==> src/ebws_defs.svh <==
// Purpose: constants for the external bus wait, wait clock and strobe block
// Assumes: one clock (the oscillator), APB register access
// Notes:   register byte address is four times the register index
//
// Overview of operation
// - the ready stall pin is honoured only once software sets bit 0 of stall_control at A7H.
// - the wait clock pin toggles only once software sets bit 1 of stall_control at A7H.
// - an enabled wait clock is a steady square wave at half the oscillator rate.
// - the write strobe goes low only for addresses inside the strobe range field.
// - page mode puts A7:0 on port 0 and A15:8 plus data on port 2, else port 0 multiplexes.
// - all block timing comes from the oscillator clock.
// - the read strobe goes low only for addresses inside the same strobe range field.
`ifndef EBWS_DEFS_SVH
`define EBWS_DEFS_SVH

// ----------------------------------------------------------------
// register indices
// ----------------------------------------------------------------
`define EBWS_IDX_STALL      10'h0A7
`define EBWS_IDX_CONFIG     10'h0C0
`define EBWS_IDX_STATUS     10'h0C1

// ----------------------------------------------------------------
// field positions and reset values
// ----------------------------------------------------------------
`define EBWS_BIT_STALL_EN   0
`define EBWS_BIT_CLK_EN     1
`define EBWS_BIT_RANGE_LO   0
`define EBWS_BIT_RANGE_HI   1
`define EBWS_BIT_PAGE       2
`define EBWS_BIT_BUSY       0
`define EBWS_BIT_STALLED    1
`define EBWS_BIT_WAIT_LVL   2
`define EBWS_RST_STALL      1'b0
`define EBWS_RST_RANGE      2'h0
`define EBWS_RST_PAGE       1'b0

// ----------------------------------------------------------------
// strobe range codes and timing
// ----------------------------------------------------------------
`define EBWS_RANGE_ALL      2'h0
`define EBWS_RANGE_UPPER    2'h1
`define EBWS_RANGE_LOWER    2'h2
`define EBWS_RANGE_NONE     2'h3
`define EBWS_SETTLE_CYCLES  4'h1
`define EBWS_CNT_ZERO       4'h0

`endif

==> src/ebws_pkg.sv <==
// Purpose: types shared by the external bus block
// Assumes: ebws_defs.svh constants
// Notes:   one packed state struct holds every flip-flop
`include "ebws_defs.svh"
package ebws_pkg;

  typedef enum logic [2:0] {
    ST_IDLE   = 3'b000,
    ST_ADDR   = 3'b001,
    ST_STROBE = 3'b010,
    ST_SETTLE = 3'b011,
    ST_HOLD   = 3'b100
  } ebws_bus_e;

  typedef struct packed {
    logic        write;
    logic [15:0] addr;
    logic [7:0]  wdata;
  } ebws_req_s;

  typedef struct packed {
    logic            ctl_stall_en;
    logic            ctl_clk_en;
    logic [1:0]      cfg_range;
    logic            cfg_page;
    ebws_bus_e       bus;
    logic [3:0]      cnt;
    ebws_req_s       req;
    logic            hit;
    logic [7:0]      rdata;
    logic            done;
    logic            wclk;
    logic            ale;
    logic            rd_n;
    logic            wr_n;
    logic [7:0]      p0_out;
    logic            p0_oe_n;
    logic [7:0]      p2_out;
    logic            p2_oe_n;
    logic [2:0]      wait_sync;
    logic            wait_lvl;
    logic [2:0][7:0] din_sync;
    logic            pready;
    logic            pslverr;
    logic [31:0]     prdata;
  } ebws_state_s;

  // strobe range decode
  function automatic logic ebws_in_range(input logic [1:0] range, input logic [15:0] addr);
    unique case (range)
      `EBWS_RANGE_ALL:   ebws_in_range = 1'b1;
      `EBWS_RANGE_UPPER: ebws_in_range = addr[15];
      `EBWS_RANGE_LOWER: ebws_in_range = ~addr[15];
      `EBWS_RANGE_NONE:  ebws_in_range = 1'b0;
    endcase
  endfunction

endpackage

==> src/ebws_bus.sv <==
// Purpose: external bus cycles with ready stall, wait clock and ranged strobes
// Assumes: CLOCK is the oscillator, RST synchronous active high
// Notes:   data lane input and ready stall pin pass a three stage synchroniser
`include "ebws_defs.svh"
module ebws_bus #(
  parameter logic [3:0] STROBE_CYCLES = 4'h2
) (
  input  wire logic               CLOCK,
  input  wire logic               RST,
  input  wire logic               PSEL,
  input  wire logic               PENABLE,
  input  wire logic               PWRITE,
  input  wire logic [11:0]        PADDR,
  input  wire logic [31:0]        PWDATA,
  output logic      [31:0]        PRDATA,
  output logic                    PREADY,
  output logic                    PSLVERR,
  input  wire logic               REQ_VALID,
  input  wire ebws_pkg::ebws_req_s REQ,
  output logic                    REQ_DONE,
  output logic      [7:0]         REQ_RDATA,
  output logic                    ALE,
  output logic                    RD_N,
  output logic                    WR_N,
  output logic      [7:0]         P0_OUT,
  output logic                    P0_OE_N,
  input  wire logic [7:0]         P0_IN,
  output logic      [7:0]         P2_OUT,
  output logic                    P2_OE_N,
  input  wire logic [7:0]         P2_IN,
  input  wire logic               WAIT_N,
  output logic                    WCLK
);
  import ebws_pkg::*;

  ebws_state_s s_reg;
  ebws_state_s s_next;
  logic [9:0]  idx;
  logic        mapped;
  logic [31:0] rd_word;
  logic [7:0]  din;
  logic        stalled;

  assign idx     = PADDR[11:2];
  assign din     = s_reg.cfg_page ? P2_IN : P0_IN;
  assign stalled = (s_reg.bus == ST_STROBE) && (s_reg.cnt == `EBWS_CNT_ZERO)
                   && s_reg.ctl_stall_en && !s_reg.wait_lvl;

  // ----------------------------------------------------------------
  // register read mux
  // ----------------------------------------------------------------
  always_comb begin
    rd_word = 32'h00000000;
    mapped  = 1'b1;
    unique case (idx)
      `EBWS_IDX_STALL: begin
        rd_word[`EBWS_BIT_STALL_EN] = s_reg.ctl_stall_en;
        rd_word[`EBWS_BIT_CLK_EN]   = s_reg.ctl_clk_en;
      end
      `EBWS_IDX_CONFIG: begin
        rd_word[`EBWS_BIT_RANGE_HI:`EBWS_BIT_RANGE_LO] = s_reg.cfg_range;
        rd_word[`EBWS_BIT_PAGE] = s_reg.cfg_page;
      end
      `EBWS_IDX_STATUS: begin
        rd_word[`EBWS_BIT_BUSY]     = (s_reg.bus != ST_IDLE);
        rd_word[`EBWS_BIT_STALLED]  = stalled;
        rd_word[`EBWS_BIT_WAIT_LVL] = s_reg.wait_lvl;
      end
      default: mapped = 1'b0;
    endcase
  end

  // ----------------------------------------------------------------
  // next state
  // ----------------------------------------------------------------
  always_comb begin
    s_next      = s_reg;
    s_next.done = 1'b0;
    // ready stall pin and data lane synchronisers
    s_next.wait_sync = {s_reg.wait_sync[1:0], WAIT_N};
    if (s_reg.wait_sync[1] == s_reg.wait_sync[2]) begin
      s_next.wait_lvl = s_reg.wait_sync[2];
    end
    s_next.din_sync = {s_reg.din_sync[1:0], din};
    // wait clock, one toggle per oscillator cycle
    s_next.wclk = s_reg.ctl_clk_en ? ~s_reg.wclk : 1'b0;
    // apb slave, one wait state
    s_next.pready = 1'b0;
    if (PSEL && PENABLE && !s_reg.pready) begin
      s_next.pready  = 1'b1;
      s_next.pslverr = !mapped;
      s_next.prdata  = PWRITE ? 32'h00000000 : rd_word;
    end
    if (PSEL && PENABLE && s_reg.pready && PWRITE) begin
      if (idx == `EBWS_IDX_STALL) begin
        s_next.ctl_stall_en = PWDATA[`EBWS_BIT_STALL_EN];
        s_next.ctl_clk_en   = PWDATA[`EBWS_BIT_CLK_EN];
      end
      if (idx == `EBWS_IDX_CONFIG) begin
        s_next.cfg_range = PWDATA[`EBWS_BIT_RANGE_HI:`EBWS_BIT_RANGE_LO];
        s_next.cfg_page  = PWDATA[`EBWS_BIT_PAGE];
      end
    end
    // external bus cycle
    unique case (s_reg.bus)
      ST_IDLE: begin
        if (REQ_VALID) begin
          s_next.req     = REQ;
          s_next.hit     = ebws_in_range(s_reg.cfg_range, REQ.addr);
          s_next.bus     = ST_ADDR;
          s_next.ale     = 1'b1;
          s_next.p0_out  = REQ.addr[7:0];
          s_next.p2_out  = REQ.addr[15:8];
          s_next.p0_oe_n = 1'b0;
          s_next.p2_oe_n = 1'b0;
        end
      end
      ST_ADDR: begin
        s_next.ale = 1'b0;
        s_next.cnt = STROBE_CYCLES - 4'h1;
        s_next.bus = ST_STROBE;
        if (s_reg.cfg_page) begin
          s_next.p2_out  = s_reg.req.wdata;
          s_next.p2_oe_n = !s_reg.req.write;
        end else begin
          s_next.p0_out  = s_reg.req.wdata;
          s_next.p0_oe_n = !s_reg.req.write;
        end
        s_next.rd_n = !(s_reg.hit && !s_reg.req.write);
        s_next.wr_n = !(s_reg.hit && s_reg.req.write);
      end
      ST_STROBE: begin
        if (s_reg.cnt != `EBWS_CNT_ZERO) begin
          s_next.cnt = s_reg.cnt - 4'h1;
        end else if (!(s_reg.ctl_stall_en && !s_reg.wait_lvl)) begin
          s_next.cnt = `EBWS_SETTLE_CYCLES;
          s_next.bus = ST_SETTLE;
        end
      end
      ST_SETTLE: begin
        if (s_reg.cnt != `EBWS_CNT_ZERO) begin
          s_next.cnt = s_reg.cnt - 4'h1;
        end else if (s_reg.din_sync[1] == s_reg.din_sync[2]) begin
          s_next.rdata = (s_reg.hit && !s_reg.req.write) ? s_reg.din_sync[2] : 8'h00;
          s_next.rd_n  = 1'b1;
          s_next.wr_n  = 1'b1;
          s_next.bus   = ST_HOLD;
        end
      end
      ST_HOLD: begin
        s_next.p0_oe_n = 1'b1;
        s_next.p2_oe_n = 1'b1;
        s_next.done    = 1'b1;
        s_next.bus     = ST_IDLE;
      end
      default: begin
        s_next.bus = ST_IDLE;
      end
    endcase
  end

  // ----------------------------------------------------------------
  // state register
  // ----------------------------------------------------------------
  always_ff @(posedge CLOCK) begin
    if (RST) begin
      s_reg              <= '0;
      s_reg.ctl_stall_en <= `EBWS_RST_STALL;
      s_reg.ctl_clk_en   <= `EBWS_RST_STALL;
      s_reg.cfg_range    <= `EBWS_RST_RANGE;
      s_reg.cfg_page     <= `EBWS_RST_PAGE;
      s_reg.bus          <= ST_IDLE;
      s_reg.rd_n         <= 1'b1;
      s_reg.wr_n         <= 1'b1;
      s_reg.p0_oe_n      <= 1'b1;
      s_reg.p2_oe_n      <= 1'b1;
      s_reg.wait_sync    <= 3'h7;
      s_reg.wait_lvl     <= 1'b1;
    end else begin
      s_reg <= s_next;
    end
  end

  assign PRDATA    = s_reg.prdata;
  assign PREADY    = s_reg.pready;
  assign PSLVERR   = s_reg.pslverr;
  assign REQ_DONE  = s_reg.done;
  assign REQ_RDATA = s_reg.rdata;
  assign ALE       = s_reg.ale;
  assign RD_N      = s_reg.rd_n;
  assign WR_N      = s_reg.wr_n;
  assign P0_OUT    = s_reg.p0_out;
  assign P0_OE_N   = s_reg.p0_oe_n;
  assign P2_OUT    = s_reg.p2_out;
  assign P2_OE_N   = s_reg.p2_oe_n;
  assign WCLK      = s_reg.wclk;
endmodule

==> config.mk <==
export PLATFORM = sky130hd
export DESIGN_NAME = ebws_bus
export DESIGN_NICKNAME = d
export VERILOG_FILES = /design/src/ebws_pkg.sv /design/src/ebws_bus.sv
export VERILOG_INCLUDE_DIRS = /design/src
export SDC_FILE = /design/constraint.sdc
export NUM_CORES = 1
export LEC_CHECK = 0
export BUFFER_PORTS_ARGS = -buffer_cell sky130_fd_sc_hd__buf_2
export CORE_ASPECT_RATIO = 1.75
export CORE_MARGIN = 2
export CORE_UTILIZATION = 48
export DETAILED_ROUTE_END_ITERATION = 7
export PLACE_DENSITY = 0.79
export SETUP_SLACK_MARGIN = 0.02
export SYNTH_ARGS = -nofsm -noshare
export SYNTH_HDL_FRONTEND = slang
export SYNTH_SLANG_ARGS = --single-unit
==> constraint.sdc <==
create_clock -name CLOCK -period 2.02 [get_ports CLOCK]
set_input_delay 0.202 -clock CLOCK [delete_from_list [all_inputs] [get_ports CLOCK]]
set_output_delay 0.202 -clock CLOCK [all_outputs]
set_load 0.05 [all_outputs]
### Word level (Yosys, flattened, before mapping)

Cells that the tools add are included.

* multiplexer cells: 30
* eq/ne operators: 21
* bitwise logic cells: 4
* add/subtract/negate cells: 1
* reductions and logical operators: 39

Operator list (number)
* $mux W34: 1
* $pmux W8 S2: 2
* $eq A10 B8 Y1 const B: 3
* $reduce_and A3 Y1: 7
* $mux W18: 1
* $mux W9: 2
* $mux W8: 2
* $ne A2 B2 Y1 const B: 8
* $mux W3: 5
* $pmux W3 S4: 1
* $pmux W4 S3: 1
* $logic_and A1 B1 Y1: 10
* $reduce_bool A3 Y1: 3
* $eq A8 B8 Y1: 1
* $mux W4: 2
* $reduce_and A2 Y1: 4
* $mux W7: 1
* $eq A3 B2 Y1 const B: 2
* $logic_not A1 Y1: 6
* $pmux W1 S3: 2
* $pmux W2 S3: 1
* $reduce_and A5 Y1: 1
* $eq A2 B2 Y1 const B: 2
* $logic_not A4 Y1: 1
* 18 further kinds: 26

* bits in registers: 115
* output and inout bits: 65
* logic and storage cells: 122
* bits of input ports: 92

### Longest topological paths before layout

* depth in word-level cells: 7
* gate-level depth with buffers: 7
* mapped depth without buffers: 7

### Worst setup path after synthesis

No wires, ideal clock.

* kind: flip-flop to flip-flop
* start: register s_reg[119] in the netlist's numbering
* end: register s_reg, in the netlist WR_N
* path buffers: 1
* arrival: 1.642 ns
* stages on the path, launching flop included: 8
* path slack: 0.251 ns
* cells stage by stage: dfxtp_1 inv_1 ha_1 nor3b_2 and2_1 and4b_1 buf_2 or3_1

* longest elaborated chain between the ends: 3

RTL lines
* start: declaration: RTL line ebws_bus.sv:36 `ebws_state_s s_reg;`
* start signal: assignment: RTL line ebws_bus.sv:180 `s_reg <= s_next;`
* $reduce_bool A4 Y1 (no line)
* $ne A2 B2 Y1 (no line)
* $reduce_and A3 Y1 (no line)

Every way passes these cells.
A chain may end at the register's enable or synchronous reset.

### Worst setup path after layout

* start: register s_reg[119] in the netlist's numbering
* end: register s_reg, in the netlist RD_N

The elaborated chain is that of the path after synthesis.

==> tab_implementation.tex <==
\begin{tabular}{lr}
\hline
Metric & Value \\
\hline
\multicolumn{2}{l}{\textbf{Worst setup path}} \\
\quad Sum of buffers and inverters on the critical path & 1 \\
\quad Worst reg2reg path depth & 6 \\
\quad CP Data Required Time & between 2 and 2.5 ns \\
\quad Critical Setup Path Class & flip-flop to flip-flop \\
\quad Setup crit end kind & flip-flop \\
\quad CP cell instances & inv\_1, ha\_1, nor3b\_4, and2\_1, and4b\_2, o41a\_1 \\
\quad Critical path launch point & s\_reg[119] \\
\quad CP max stage cell & o41a\_1 \\
\quad Critical path endpoint & RD\_N \\
\quad Critical register-to-register path endpoint & RD\_N \\
\quad Number of gates on the worst path with buffers counted & 6 \\
\quad Highest fanout seen on the critical path & 11 \\
\quad Worst Setup Start Kind & flip-flop \\
\quad Signal arrival time at the worst endpoint & 2.09 ns \\
\quad Crit path max-delay family & simple AND/OR/NAND/NOR gates \\
\quad Slack of the worst reg-to-reg path & about 0.15 ns \\
\quad Maximum single-stage delay on the critical path & $\sim$0.39 ns \\
\quad Reg-to-reg startpoint & s\_reg[119] \\
\multicolumn{2}{l}{\textbf{Detailed routing}} \\
\quad Number of optimization iterations in the first detailed-route pass & 4 \\
\quad Final WL & slightly below 8 mm \\
\quad Drc violations & 0 \\
\quad Routed Antenna Nets & 0 \\
\quad DR vias & 3035 \\
\quad Vias per std cell & $\sim$5 \\
\quad Per-cell routed wire length & between 10 and 15 µm \\
\quad Number of DRC markers in iteration 0 & roughly 120 \\
\multicolumn{2}{l}{\textbf{Synthesis}} \\
\quad Post-synthesis sequential element count & between 80 and 90 \\
\quad Top post-synthesis cells by area & dfxtp\_1 44\%, buf\_4 11\%, mux2i\_1 5.9\% \\
\quad Warning count from the yosys run & 0 \\
\quad Dominant register cell in the synthesized netlist & dfxtp\_1 \\
\quad Count of unique library cells instantiated by Yosys & 49 \\
\quad Seq/Total Area, Yosys & around 44\% \\
\quad Netlist area before placement & between 3000 and 4000 µm² \\
\quad Post-synthesis cell count & approximately 440 \\
\quad Most frequent cells after synthesis & 86 x dfxtp\_1, 57 x buf\_4, 47 x nor2\_1 \\
\quad Syn avg cell area & 8.92 µm² \\
\quad Area share of the largest cell type after synthesis & approximately 44\% \\
\quad Post-synth EDFFs & 0 \\
\quad Top cell type by total area after synthesis & dfxtp\_1 \\
\quad Synth async-reset ratio & 0\% \\
\quad Most frequently used cell type in the post-synthesis netlist & dfxtp\_1 \\
\multicolumn{2}{l}{\textbf{Pwr}} \\
\quad Power Total & 4690 µW \\
\quad PD cells & around 1000 nW/µm² \\
\quad Worst-case vdd ir drop & 0.000534 V \\
\quad Total leakage power & slightly below 0.002 µW \\
\multicolumn{2}{l}{\textbf{Global route}} \\
\quad Largest net degree at the start of global routing & 27 \\
\quad Remaining Overflow, GRT & 0 \\
\quad All-Layer GR Usage & 17.9\% \\
\quad Initial antenna violation count & 0 \\
\quad Vias in the first global route & $\sim$2700 \\
\quad Global-route wire length before repair & around 12 mm \\
\multicolumn{2}{l}{\textbf{Final layout}} \\
\quad Count of antenna diodes in the layout & 0 \\
\quad Max FFs per register & 32 \\
\quad Fraction of final layout cells sized beyond drive strength 1 & 27.2\% \\
\quad Post-layout nets & approximately 600 \\
\quad Layout-stage area growth over the synthesis result & 14.6\% \\
\quad Non-filler cells in the finished layout & a little over 600 \\
\quad Post-route core utilization & between 50\% and 60\% \\
\quad Layout Cell Area excl Fill & 4480 µm² \\
\multicolumn{2}{l}{\textbf{Timing}} \\
\quad Post-route clock period utilization & between 90\% and 100\% \\
\quad Setup repair after global routing missed its margin & false \\
\quad Max Clock Freq & between 0.5 and 0.6 GHz \\
\quad Total negative setup slack & 0 ns \\
\quad Endpoints failing setup & 0 \\
\quad Slew Viols, Final & 0 \\
\quad Hold Vio Cnt, Final & 0 \\
\quad Max Clock Skew & between 0.006 and 0.007 ns \\
\quad Final min period & 1.87 ns \\
\multicolumn{2}{l}{\textbf{Placement}} \\
\quad Final GP Congestion & around 0.82 \\
\quad HPWL after detailed placement & approximately 6.0 mm \\
\quad Placed cell area & 4170 µm² \\
\quad Number of I/O port buffers & 96 \\
\quad Placed Cells & 587 \\
\multicolumn{2}{l}{\textbf{Clock tree}} \\
\quad Number of sinks driven by the clock tree & 86 \\
\quad Clock latency at the later pin of the worst-skew pair & 0.34 ns \\
\quad Cts bufs inserted & 9 \\
\quad Deepest clock path buffer count & 2 \\
\quad Clock tree from TritonCTS & yes \\
\quad Level count of the clock H-tree & 3 \\
\quad Clock transition at the register clock pins on the worst setup and hold paths after CTS & 0.06 ns \\
\quad Root Buffer Master & clkbuf\_16 \\
\multicolumn{2}{l}{\textbf{Min path}} \\
\quad Class of the tightest hold or removal check & input port to flip-flop \\
\multicolumn{2}{l}{\textbf{Die}} \\
\quad Die boundary width & about 72 µm \\
\quad Die area & 8910 µm² \\
\quad Initial core utilization & between 40\% and 50\% \\
\quad Number of I/O pins & $\sim$160 \\
\quad Core ar. & about 8000 µm² \\
\quad Placement Rows & 43 \\
\quad Chip height & about 120 µm \\
\multicolumn{2}{l}{\textbf{Status}} \\
\quad Outcome & finished clean \\
\multicolumn{2}{l}{\textbf{Job}} \\
\quad \# Max-Cap Violations & 0 \\
\hline
\end{tabular}
-- cell families after synthesis --
| kind of cell | synth area share, % |
|---|---|
| xor gates and xnor gates | 1.79 |
| muxes | 5.89 |
| other | 0.0959 |
| adders and majority gates | 0.640 |
| buffers and inverters | 13.9 |
| and+or+nand+nor | 21.7 |
| AOI/OAI and AO/OA | 12.0 |
| DFF | 44.0 |
-- what timing repair did --
action                     CTS  global route
setup endpoints to repair    4             6
resized for setup            1             2
buffers inserted             0             1
hold buffers                 0             0
-- cell type report --
cell class                      count  area, µm²
Fill cell                         689       3430
Multi-Input combinational cell    299       1760
Sequential cell                    86       1720
Timing Repair Buffer              109        578
Clock buffer                       11        253
Tap cell                           90        113
Clock inverter                      5       41.3
Inverter                            4       15.0
-- metal layers --
layer / share of wire [%] / global-route usage (%) / vias up
met2: 53 / 33.9 / 119
met5: 0 / 0 / -
met3: 7.5 / 4.73 / 12
met1: 38 / 17.6 / 1363
li1: - / - / 1541
met4: 2.2 / 8.49 / 0
-- worst register-to-register path, cell delays in order, from the launching register on --
cell and delay [ns]:
dfxtp_1 0.37, inv_1 0.08, ha_1 0.19, nor3b_4 0.16, and2_1 0.19, and4b_2 0.36, o41a_1 0.39
-- through the flow --
stage                     setup slack, ns  hold WS (ns)
final                               0.153        0.0408
after global routing               0.0575        0.0341
after CTS                           0.112        0.0333
after detailed placement         -0.00839         0.388
after global placement              0.125         0.386
after floorplan                     0.251         0.306
-- how the worst min path moves through the flow --
stage | slack (ns) | end | depth (start not counted) | start
finish | 0.04 | s_next[60] | 2 | WAIT_N
detailed placement | 0.39 | s_next[60] | 2 | WAIT_N
floorplan | 0.31 | s_next[60] | 1 | WAIT_N
CTS | 0.03 | s_next[60] | 2 | WAIT_N
global route | 0.03 | s_next[60] | 2 | WAIT_N
global placement | 0.39 | s_next[60] | 2 | WAIT_N
-- power by group --
group          internal, µW  leakage, µW  switching, µW
Combinational           362      0.00109            809
Sequential             1840     0.000705           96.8
Clock                   908     0.000138            670
-- placed cells by master (no fill, tap or decap), types with 3 or more instances in the layout --
master	count
and3_1	5
dfxtp_1	85
nor3_1	5
mux2i_1	23
a21oi_1	33
nor2_1	47
o21ai_0	6
or2_2	4
buf_2	96
nor3b_1	4
nand4_1	4
or3_1	4
nor2b_1	21
o211ai_1	4
a211oi_1	14
xnor2_1	8
clkbuf_16	9
inv_1	4
buf_4	13
conb_1	29
nand2b_1	3
and2_1	11
nand2_1	45
Power figures use the tool's default switching activity.
